<file path="src/tape_xport_map.svh">
// Purpose: constants for the paper tape transport control block
// Assumes: 250 MHz system clock
// Notes:   times in ns, counts derived from them
`ifndef TAPE_XPORT_MAP_SVH
`define TAPE_XPORT_MAP_SVH
`define CLK_PERIOD_NS    4
`define STROBE_WIDTH_NS  35000
`define STROBE_CYCLES    (`STROBE_WIDTH_NS / `CLK_PERIOD_NS)
`define WIND_RAMP_STEP   256
`define WIND_MAG_W       8
`define ARM_POS_W        8
`define ARM_NULL_HALF    8
`define CHAN_COUNT       8
`endif

</file>
<file path="src/tape_xport_pkg.sv">
// Purpose: types for the paper tape transport control block
// Assumes: nothing
// Notes:   drive requests are decoded from these states and from the wind pin
package tape_xport_pkg;
	typedef enum logic [2:0] {
		ST_IDLE  = 3'b001,
		ST_RUN   = 3'b010,
		ST_BRAKE = 3'b100
	} run_state_t;
endpackage

</file>
<file path="src/tape_xport_ctrl.sv">
// Purpose: run state, capstan drive gating, strobe, reel drive for tape transport
// Assumes: all pin inputs asynchronous to clk_sys
// Notes:   analog servos live outside; this block emits requests and magnitudes
`include "tape_xport_map.svh"

module tape_xport_ctrl
	import tape_xport_pkg::*;
#(
	parameter int STROBE_CYCLES = `STROBE_CYCLES,   // Strobe width in clocks
	parameter int RAMP_STEP     = `WIND_RAMP_STEP,  // Clocks per wind ramp step
	parameter int BRAKE_CYCLES  = 1024              // Brake command hold time
) (
	input  wire logic                      clk_sys,        // System clock
	input  wire logic                      rst,            // Sync reset, high
	input  wire logic                      start_in,       // Start pulse pin
	input  wire logic                      stop_in,        // Stop pulse pin
	input  wire logic                      fwd_in,         // Forward level pin
	input  wire logic                      rev_in,         // Reverse level pin
	input  wire logic                      wind_in,        // Wind level pin
	input  wire logic                      tape_absent_sw, // No-tape switch
	input  wire logic                      arm_limit_sw,   // Either arm limit
	input  wire logic                      spooler_mode,   // High: reader and spooler
	input  wire logic [`CHAN_COUNT-1:0]    hole_in,        // Hole sensors
	input  wire logic                      sprocket_in,    // Sprocket sensor
	input  wire logic [`ARM_POS_W-1:0]     arm_pos_l,      // Left arm, signed
	input  wire logic [`ARM_POS_W-1:0]     arm_pos_r,      // Right arm, signed
	output logic                           adv_req,        // Left-to-right drive
	output logic                           rev_req,        // Right-to-left drive
	output logic                           brake_cmd,      // Active braking
	output logic [`WIND_MAG_W-1:0]         wind_mag,       // Wind drive magnitude
	output logic                           tape_absent,    // No-tape to system
	output logic [`CHAN_COUNT-1:0]         chan_out,       // Channel levels
	output logic                           sprocket_out,   // Sprocket level
	output logic                           strobe_out,     // Gated strobe pulse
	output logic [1:0]                     reel_en,        // Reel drive on, [0] left
	output logic [1:0]                     reel_dir,       // Reel direction, 1 = positive
	output logic [2*(`ARM_POS_W-1)-1:0]    reel_speed,     // Reel speed magnitudes
	output logic                           running         // Run state
);
	// Eight single pins, then channels, then both arm positions
	localparam int NSYNC = 8 + `CHAN_COUNT + 2 * `ARM_POS_W;

	// Two-stage synchroniser on every pin except spooler_mode
	logic [NSYNC-1:0] sync1_r, sync2_r;
	wire  [NSYNC-1:0] pins = {arm_pos_r, arm_pos_l, hole_in, sprocket_in, start_in, stop_in,
				  fwd_in, rev_in, wind_in, tape_absent_sw, arm_limit_sw};
	always_ff @(posedge clk_sys) begin
		sync1_r <= pins;
		sync2_r <= sync1_r;
	end
	wire limit_s    = sync2_r[0];
	wire absent_s   = sync2_r[1];
	wire wind_s     = sync2_r[2];
	wire rev_s      = sync2_r[3];
	wire fwd_s      = sync2_r[4];
	wire stop_s     = sync2_r[5];
	wire start_s    = sync2_r[6];
	wire sprocket_s = sync2_r[7];
	wire [`CHAN_COUNT-1:0] hole_s = sync2_r[8 +: `CHAN_COUNT];
	wire [`ARM_POS_W-1:0]  pos_l  = sync2_r[8 + `CHAN_COUNT +: `ARM_POS_W];
	wire [`ARM_POS_W-1:0]  pos_r  = sync2_r[8 + `CHAN_COUNT + `ARM_POS_W +: `ARM_POS_W];

	logic start_d_r, stop_d_r, sprocket_d_r;
	always_ff @(posedge clk_sys) begin
		if (rst) begin
			start_d_r    <= 1'b0;
			stop_d_r     <= 1'b0;
			sprocket_d_r <= 1'b0;
		end else begin
			start_d_r    <= start_s;
			stop_d_r     <= stop_s;
			sprocket_d_r <= sprocket_s;
		end
	end
	wire start_edge = start_s & ~start_d_r;
	wire stop_edge  = stop_s & ~stop_d_r;
	wire absent_act = absent_s & spooler_mode;
	wire halt       = stop_edge | limit_s;

	// Run state; stop wins over a coincident start
	run_state_t state_r, state_nxt;
	logic [$clog2(BRAKE_CYCLES+1)-1:0] brake_cnt_r;
	wire brake_done = (brake_cnt_r == '0);
	always_comb begin
		state_nxt = state_r;
		case (state_r)
			ST_IDLE:  if (start_edge && !halt) state_nxt = ST_RUN;
			ST_RUN:   if (halt) state_nxt = ST_BRAKE;
			ST_BRAKE: begin
				if (start_edge && !halt) state_nxt = ST_RUN;
				else if (brake_done) state_nxt = ST_IDLE;
			end
			default:  state_nxt = ST_IDLE;
		endcase
	end
	always_ff @(posedge clk_sys) begin
		if (rst) state_r <= ST_IDLE;
		else state_r <= state_nxt;
	end
	always_ff @(posedge clk_sys) begin
		if (rst || state_nxt != ST_BRAKE) brake_cnt_r <= ($clog2(BRAKE_CYCLES+1))'(BRAKE_CYCLES - 1);
		else if (!brake_done) brake_cnt_r <= brake_cnt_r - 1'b1;
	end

	// Direction decode: both or neither means none
	wire dir_fwd = fwd_s & ~rev_s;
	wire dir_rev = rev_s & ~fwd_s;
	wire run_on  = (state_r == ST_RUN);
	wire wind_on = wind_s & ~limit_s;
	wire drive_ok = ~absent_act;

	// Wind ramp; the slope lets the reel servos keep up
	logic [$clog2(RAMP_STEP+1)-1:0] ramp_cnt_r;
	logic [`WIND_MAG_W-1:0]         wind_mag_r;
	wire ramp_tick = (ramp_cnt_r == '0);
	always_ff @(posedge clk_sys) begin
		if (rst || !wind_on) begin
			ramp_cnt_r <= ($clog2(RAMP_STEP+1))'(RAMP_STEP - 1);
			wind_mag_r <= '0;
		end else begin
			ramp_cnt_r <= ramp_tick ? ($clog2(RAMP_STEP+1))'(RAMP_STEP - 1) : ramp_cnt_r - 1'b1;
			if (ramp_tick && wind_mag_r != '1) wind_mag_r <= wind_mag_r + 1'b1;
		end
	end

	// Registered drive outputs
	logic adv_r, rev_r, brake_r, absent_r;
	always_ff @(posedge clk_sys) begin
		if (rst) begin
			adv_r    <= 1'b0;
			rev_r    <= 1'b0;
			brake_r  <= 1'b0;
			absent_r <= 1'b0;
		end else begin
			adv_r    <= drive_ok & dir_fwd & (run_on | wind_on);
			rev_r    <= drive_ok & dir_rev & (run_on | wind_on);
			brake_r  <= (state_r == ST_BRAKE) & ~wind_on;
			absent_r <= absent_act;
		end
	end
	assign adv_req     = adv_r;
	assign rev_req     = rev_r;
	assign brake_cmd   = brake_r;
	assign tape_absent = absent_r;
	assign wind_mag    = wind_mag_r;
	assign running     = run_on;

	// Data levels
	logic [`CHAN_COUNT-1:0] chan_r;
	logic                   sprk_r;
	always_ff @(posedge clk_sys) begin
		if (rst) begin
			chan_r <= '0;
			sprk_r <= 1'b0;
		end else begin
			chan_r <= hole_s;
			sprk_r <= sprocket_s;
		end
	end
	assign chan_out     = chan_r;
	assign sprocket_out = sprk_r;

	// One-shot strobe; not retriggered while active
	logic [$clog2(STROBE_CYCLES+1)-1:0] strb_cnt_r;
	logic                               strb_r;
	wire sprk_rise = sprocket_s & ~sprocket_d_r;
	always_ff @(posedge clk_sys) begin
		if (rst) begin
			strb_cnt_r <= '0;
			strb_r     <= 1'b0;
		end else if (strb_cnt_r != '0) begin
			strb_cnt_r <= strb_cnt_r - 1'b1;
			strb_r     <= (strb_cnt_r != 1) & run_on;
		end else if (sprk_rise) begin
			strb_cnt_r <= ($clog2(STROBE_CYCLES+1))'(STROBE_CYCLES);
			strb_r     <= run_on;
		end else begin
			strb_r <= 1'b0;
		end
	end
	assign strobe_out = strb_r;

	// Reel drives, one per arm
	wire [2*`ARM_POS_W-1:0] pos_both = {pos_r, pos_l};
	logic [1:0]                  reel_en_r, reel_dir_r;
	logic [2*(`ARM_POS_W-1)-1:0] reel_spd_r;
	for (genvar g = 0; g < 2; g++) begin : g_reel
		wire [`ARM_POS_W-1:0]   p   = pos_both[g*`ARM_POS_W +: `ARM_POS_W];
		wire                    neg = p[`ARM_POS_W-1];
		wire [`ARM_POS_W-1:0]   mag = neg ? (~p + 1'b1) : p;
		wire [`ARM_POS_W-2:0]   m   = mag[`ARM_POS_W-2:0];
		wire                    out = (mag > (`ARM_POS_W)'(`ARM_NULL_HALF));
		always_ff @(posedge clk_sys) begin
			if (rst) begin
				reel_en_r[g]                           <= 1'b0;
				reel_dir_r[g]                          <= 1'b0;
				reel_spd_r[g*(`ARM_POS_W-1) +: `ARM_POS_W-1] <= '0;
			end else begin
				reel_en_r[g]  <= out & spooler_mode & ~absent_s;
				reel_dir_r[g] <= ~neg;
				reel_spd_r[g*(`ARM_POS_W-1) +: `ARM_POS_W-1] <= (out & spooler_mode & ~absent_s) ? m : '0;
			end
		end
	end
	assign reel_en    = reel_en_r;
	assign reel_dir   = reel_dir_r;
	assign reel_speed = reel_spd_r;
endmodule

</file>
<file path="config.mk">
export PLATFORM = sky130hd
export DESIGN_NAME = tape_xport_ctrl
export DESIGN_NICKNAME = d
export VERILOG_FILES = /design/src/tape_xport_pkg.sv /design/src/tape_xport_ctrl.sv
export VERILOG_INCLUDE_DIRS = /design/src /design/src/src
export SDC_FILE = /design/constraint.sdc
export NUM_CORES = 1
export LEC_CHECK = 0
export ABC_AREA = 1
export BUFFER_PORTS_ARGS = -buffer_cell sky130_fd_sc_hd__buf_2
export CAP_MARGIN = 20
export CORE_ASPECT_RATIO = 2
export CORE_MARGIN = 2
export CORE_UTILIZATION = 45
export CTS_CLUSTER_DIAMETER = 120
export DETAILED_ROUTE_END_ITERATION = 8
export PLACE_DENSITY = 0.74
export SYNTH_ARGS = -nofsm -noshare
export SYNTH_HDL_FRONTEND = slang
export SYNTH_SLANG_ARGS = --single-unit
</file>
<file path="constraint.sdc">
create_clock -name clk_sys -period 1.7 [get_ports clk_sys]
set_input_delay 0.34 -clock clk_sys [delete_from_list [all_inputs] [get_ports clk_sys]]
set_output_delay 0.34 -clock clk_sys [all_outputs]
set_load 0.01 [all_outputs]
</file>
; After elaboration in Yosys (flattened, before gate mapping)
; Cells that the tools add are included.
[word_totals]
reg_bits = 143
input_bits = 35
wordCells = 94
[classes]
add_sub_neg = 6
order_cmp = 2
n_eq_ne = 6
mux = 11
bitwise_logic = 34
reduce_logical = 13
[op_table]
columns = operator, count
row1 = $mux W14, 2
row2 = $add A8 B1 Y8 const B, 3
row3 = $and A1 B1 Y1, 17
row4 = $gt A8 B4 Y1 const B, 2
row5 = $mux W8, 2
row6 = $not A8 Y8, 2
row7 = $ne A14 B1 Y1 const B, 1
row8 = $reduce_bool A14 Y1, 1
row9 = $sub A14 B1 Y14 const B, 1
row10 = $not A1 Y1, 13
row11 = $mux W3, 4
row12 = $logic_not A11 Y1, 1
row13 = $sub A11 B1 Y11 const B, 1
row14 = $logic_not A9 Y1, 1
row15 = $pmux W3 S3, 1
row16 = $sub A9 B1 Y9 const B, 1
row17 = $ne A8 B8 Y1 const B, 1
row18 = $reduce_or A2 Y1, 3
row19 = $eq A3 B1 Y1 const B, 1
row20 = $eq A3 B2 Y1 const B, 1
row21 = $eq A3 B3 Y1 const B, 1
row22 = $ne A3 B3 Y1 const B, 1
row23 = $logic_and A1 B1 Y1, 2
row24 = $logic_not A1 Y1, 2
row25 = 4 further kinds, 7

; Depth between registers and ports, before layout
[logic_depth]
ltp_word = 9
mapped_depth = 13

; Least setup slack after synthesis
; No wires, ideal clock.
[synth_path]
path_type = register to register
startpoint = reg strb_cnt_r[0]
endpoint = reg strb_cnt_r[0]
setup_ns = 0.121
arrival_ns = 1.281
required_time_ns = 1.579
setup_slack_ns = 0.298
path_stages_with_launch = 10
path_buffers = 0
period_less_slack_ns = 1.402
cell_sequence = dfxtp_1 inv_1 ha_1 inv_2 nor2_4 nand3_2 nor2_8 inv_2 o21ai_0 a21oi_1
[synth_via]
elab_chain_len = 2
[synth_lines]
columns = element, line
row1 = "start, declared", tape_xport_ctrl.sv:164  ; logic [$clog2(STROBE_CYCLES+1)-1:0] strb_cnt_r;
row2 = "start signal, assigned", tape_xport_ctrl.sv:172  ; strb_cnt_r <= strb_cnt_r - 1'b1;
row3 = "start signal, assigned", tape_xport_ctrl.sv:175  ; strb_cnt_r <= ($clog2(STROBE_CYCLES+1))'(STROBE_CYCLES);
row4 = $sub A14 B1 Y14 or $reduce_bool A14 Y1 (tied branches), "tape_xport_ctrl.sv:172, tape_xport_ctrl.sv:171"
row5 = $mux W14 or $reduce_bool A2 Y1 (tied branches), --
; Several ways; a longest one is shown, not always the timed one.
; A chain may end at the register's enable or synchronous reset.

; Worst setup path after layout
[layout_path]
startpoint = reg state_r[2]
endpoint = out running
[layout_via]
elab_chain_len = 1
[layout_lines]
columns = element, line
row1 = "start, declared", tape_xport_ctrl.sv:81  ; run_state_t state_r, state_nxt;
row2 = "start signal, assigned", tape_xport_ctrl.sv:98  ; else state_r <= state_nxt;
row3 = $eq A3 B2 Y1, tape_xport_ctrl.sv:108  ; wire run_on = (state_r == ST_RUN);
row4 = "end, declared", tape_xport_ctrl.sv:38  ; output logic running
; Every way passes these cells.

==> impl_metrics.py <==
metrics = {
    "floorplanning": {
        "die_height_um": 154,
        "rows": 54,
        "dieArea_um2": 12200,
        "die_w_um": 79.1,
        "coreArea_um2": 10900,
        "ios": 76,
        "start_util_pct": 46.3,
    },
    "synthesis": {
        "synth_edf_count": 0,
        "ys_warn_count": 0,
        "synth_ff_type": "dfxtp_1",
        "synth_cell_types": 37,
        "syn_inst": 594,
        "synth.most_common_cell": "dfxtp_1",
        "synthArstFlopShare_pct": 0,
        "yosys.area.top_type": "dfxtp_1",
        "synth_nets": 637,
        "seq_area_frac_synth_pct": 56.5,
        "synth_area_leaders": "dfxtp_1, nand2_1, inv_1, nor2_1, nand3_1",
        "synth_seq_cells": 143,
        "netlist.area_leader.share_pct": 56.5,
        "yosys-top-cells-count": "dfxtp_1, nand2_1, inv_1, nor2_1, nand3_1",
        "avgSynthCellArea_um2": 8.54,
        "netlist_area_um2": 5070,
    },
    "clocking": {
        "clockBufferDepth": 2,
        "ctsHoldBuffers": 0,
        "ctsHtreeMaxLevel": 4,
        "numCtsBuffers": 17,
        "cts_root_buf": "clkbuf_16",
        "clock-sinks": 143,
        "tritoncts": "yes",
        "path_clk_slew_ns": 0.06,
        "clkLatencyLatePin_ns": 0.42,
    },
    "critical_path": {
        "critPathArrivalTime_ns": 1.27,
        "r2r_start": "strb_cnt_r[1]$_SDFFE_PP0P_",
        "endpoint_kind": "primary output",
        "critPathMaxStageDelay_ns": 0.33,
        "crit_type": "flip-flop to primary output",
        "startpoint": "state_r[2]$_SDFF_PP0_",
        "start_kind": "flip-flop",
        "cp_max_fo": 3,
        "crit_chain": "nor3_2 > buf_4 > buf_2",
        "rr_worst_depth": 9,
        "cp_slowest_cell": "dfxtp_1",
        "required_ns": 1.36,
    },
    "worst_hold_path": {
        "hold_depth": 1,
        "hp-start": "arm_pos_r[4]",
        "hp-class": "primary input to flip-flop",
    },
    "global_routing": {
        "antenna_found_initial": 0,
        "grt_start_max_net_pins": 23,
        "grt_use_total_pct": 18.2,
        "gr-total-overflow": 0,
        "grt_pass1_wl_um": 17200,
        "first_global_vias": 4088,
    },
    "place": {
        "dp_hpwl_um": 7760,
        "place_inst": 806,
        "place_congestion": 0.843,
        "pre_cts_slack_ns": 0.113,
        "numPortBuffers": 75,
    },
    "routing": {
        "remaining_drc_errors": 0,
        "vias": 4007,
        "drtIter0Drc": 167,
        "viasPerCell": 4.77,
        "wirelength_um": 10500,
        "drtPass1Iterations": 5,
        "wl_per_cell_um": 12.5,
        "drtAntennaViolNets": 0,
    },
    "pwr": {
        "irDropWorstVdd_v": 0.00118,
        "pwr_density_cell_nw_per_um2": 1480,
        "leakage_nw": 3.11,
    },
    "timing": {
        "period_share_pct": 94.4,
        "max_clock_freq_ghz": 0.623,
        "setup_slack_ns": 0.0946,
        "setup_viol": 0,
        "hold_slack_ns": 0.0203,
        "maxSlewViolCount": 0,
        "totalNegativeSetupSlack_ns": 0,
        "slew_headroom_pct": 68.3,
        "finalHoldViolations": 0,
        "worst_pin_slew_ns": 0.475,
        "finClkSkew_ns": 0.00586,
        "fin_crit_ns": 1.61,
        "rsz0062_at_grt": "no",
    },
    "run": {
        "max_cap_viol_count": 0,
    },
    "outcome": {
        "status": "completed",
    },
    "cells_and_area": {
        "finalNonFillerCells": 840,
        "nNetsFinal": 730,
        "diodes": 0,
        "layout-drive-gt1-share_pct": 21.4,
        "syn_to_final_growth_pct": 23.7,
    },
}
==> where the power goes <==
part | internal, W | switching (W)
clock network | 0.00228 | 0.00144
logic | 0.000637 | 0.00113
registers | 0.00362 | 0.000214
total | 0.00653 | 0.00278
==> stage by stage <==
step           cell area (µm²)  total power, W  util (%)
2_1_floorplan             5070         0.00509         -
3_3_place_gp              5610         0.00539      51.3
3_5_place_dp              5610         0.00547      51.3
4_1_cts                   6220         0.00922      56.8
5_1_grt                   6270         0.00976      57.3
6_report                  6270         0.00932      57.3
==> worst paths after layout <==
path | end | slack [ns]
setup / recovery | running | 0.09
hold / removal | sync1_r[28]$_DFF_P_ | 0.02
setup reg to reg | strb_cnt_r[5]$_SDFFE_PP0P_ | 0.14
hold reg to reg | sync2_r[30]$_DFF_P_ | 0.33
==> worst max-delay path: cells and delay by family (launching register included) <==
family	cells	cell delay [ns]
simple gates	1	0.22
flops	1	0.33
buf+inv	2	0.30
==> cell usage in the layout (no fill, tap or decap), types with 5 or more instances in the layout <==
cell type	instances
dfxtp_1	143
nand2_1	111
inv_1	85
nor2_1	83
buf_2	75
nand3_1	46
a21oi_1	18
clkbuf_16	17
o21ai_0	15
xor2_1	14
nor3_1	7
nor2_4	7
nor2_2	7
inv_2	6
ha_1	6
buf_4	6
nand4_1	5
inv_6	5
==> area by class of cell <==
cell class                 instances  area [µm²]
timing repair buffer              81         420
fill                            1010        4670
clock inverter                    12         149
sequential                       143        2860
clock buffer                      20         457
tap                              140         175
inverter                          91         342
multi-input combinational        353        1870
==> sequential cells by signal (all words and copies together) (netlist names), 2 cells and up <==
signal / flops
brake_cnt_r: 11
chan_out: 8
ramp_cnt_r: 9
reel_dir: 2
reel_en: 2
reel_speed: 14
state_r: 3
strb_cnt_r: 14
sync1_r: 32
sync2_r: 32
wind_mag: 8
==> per-layer routing <==
layer  share of wire (%)  track usage, %
met2                  55            34.3
met5                   0               0
met3                 4.3            5.11
met4                 4.6            11.2
met1                  36            16.4
==> repair_timing <==
item                       in CTS  in global routing
setup endpoints to repair       0                 17
gates resized for setup         0                  9
buffers inserted                0                  1
==> cell families (layout without fill, tap and decap cells) <==
family                     after synthesis  count (layout)  share of synthesized area [%]
DFF                                    143             143                           56.5
adders and majority gates                8               8                           1.97
and+or+nand+nor                        286             287                           26.4
AOI/OAI and AO/OA                       41              41                           4.54
buffers and inverters                   99             204                           7.65
xor gates and xnor gates                17              17                           2.94
Power figures use the tool's default switching activity.
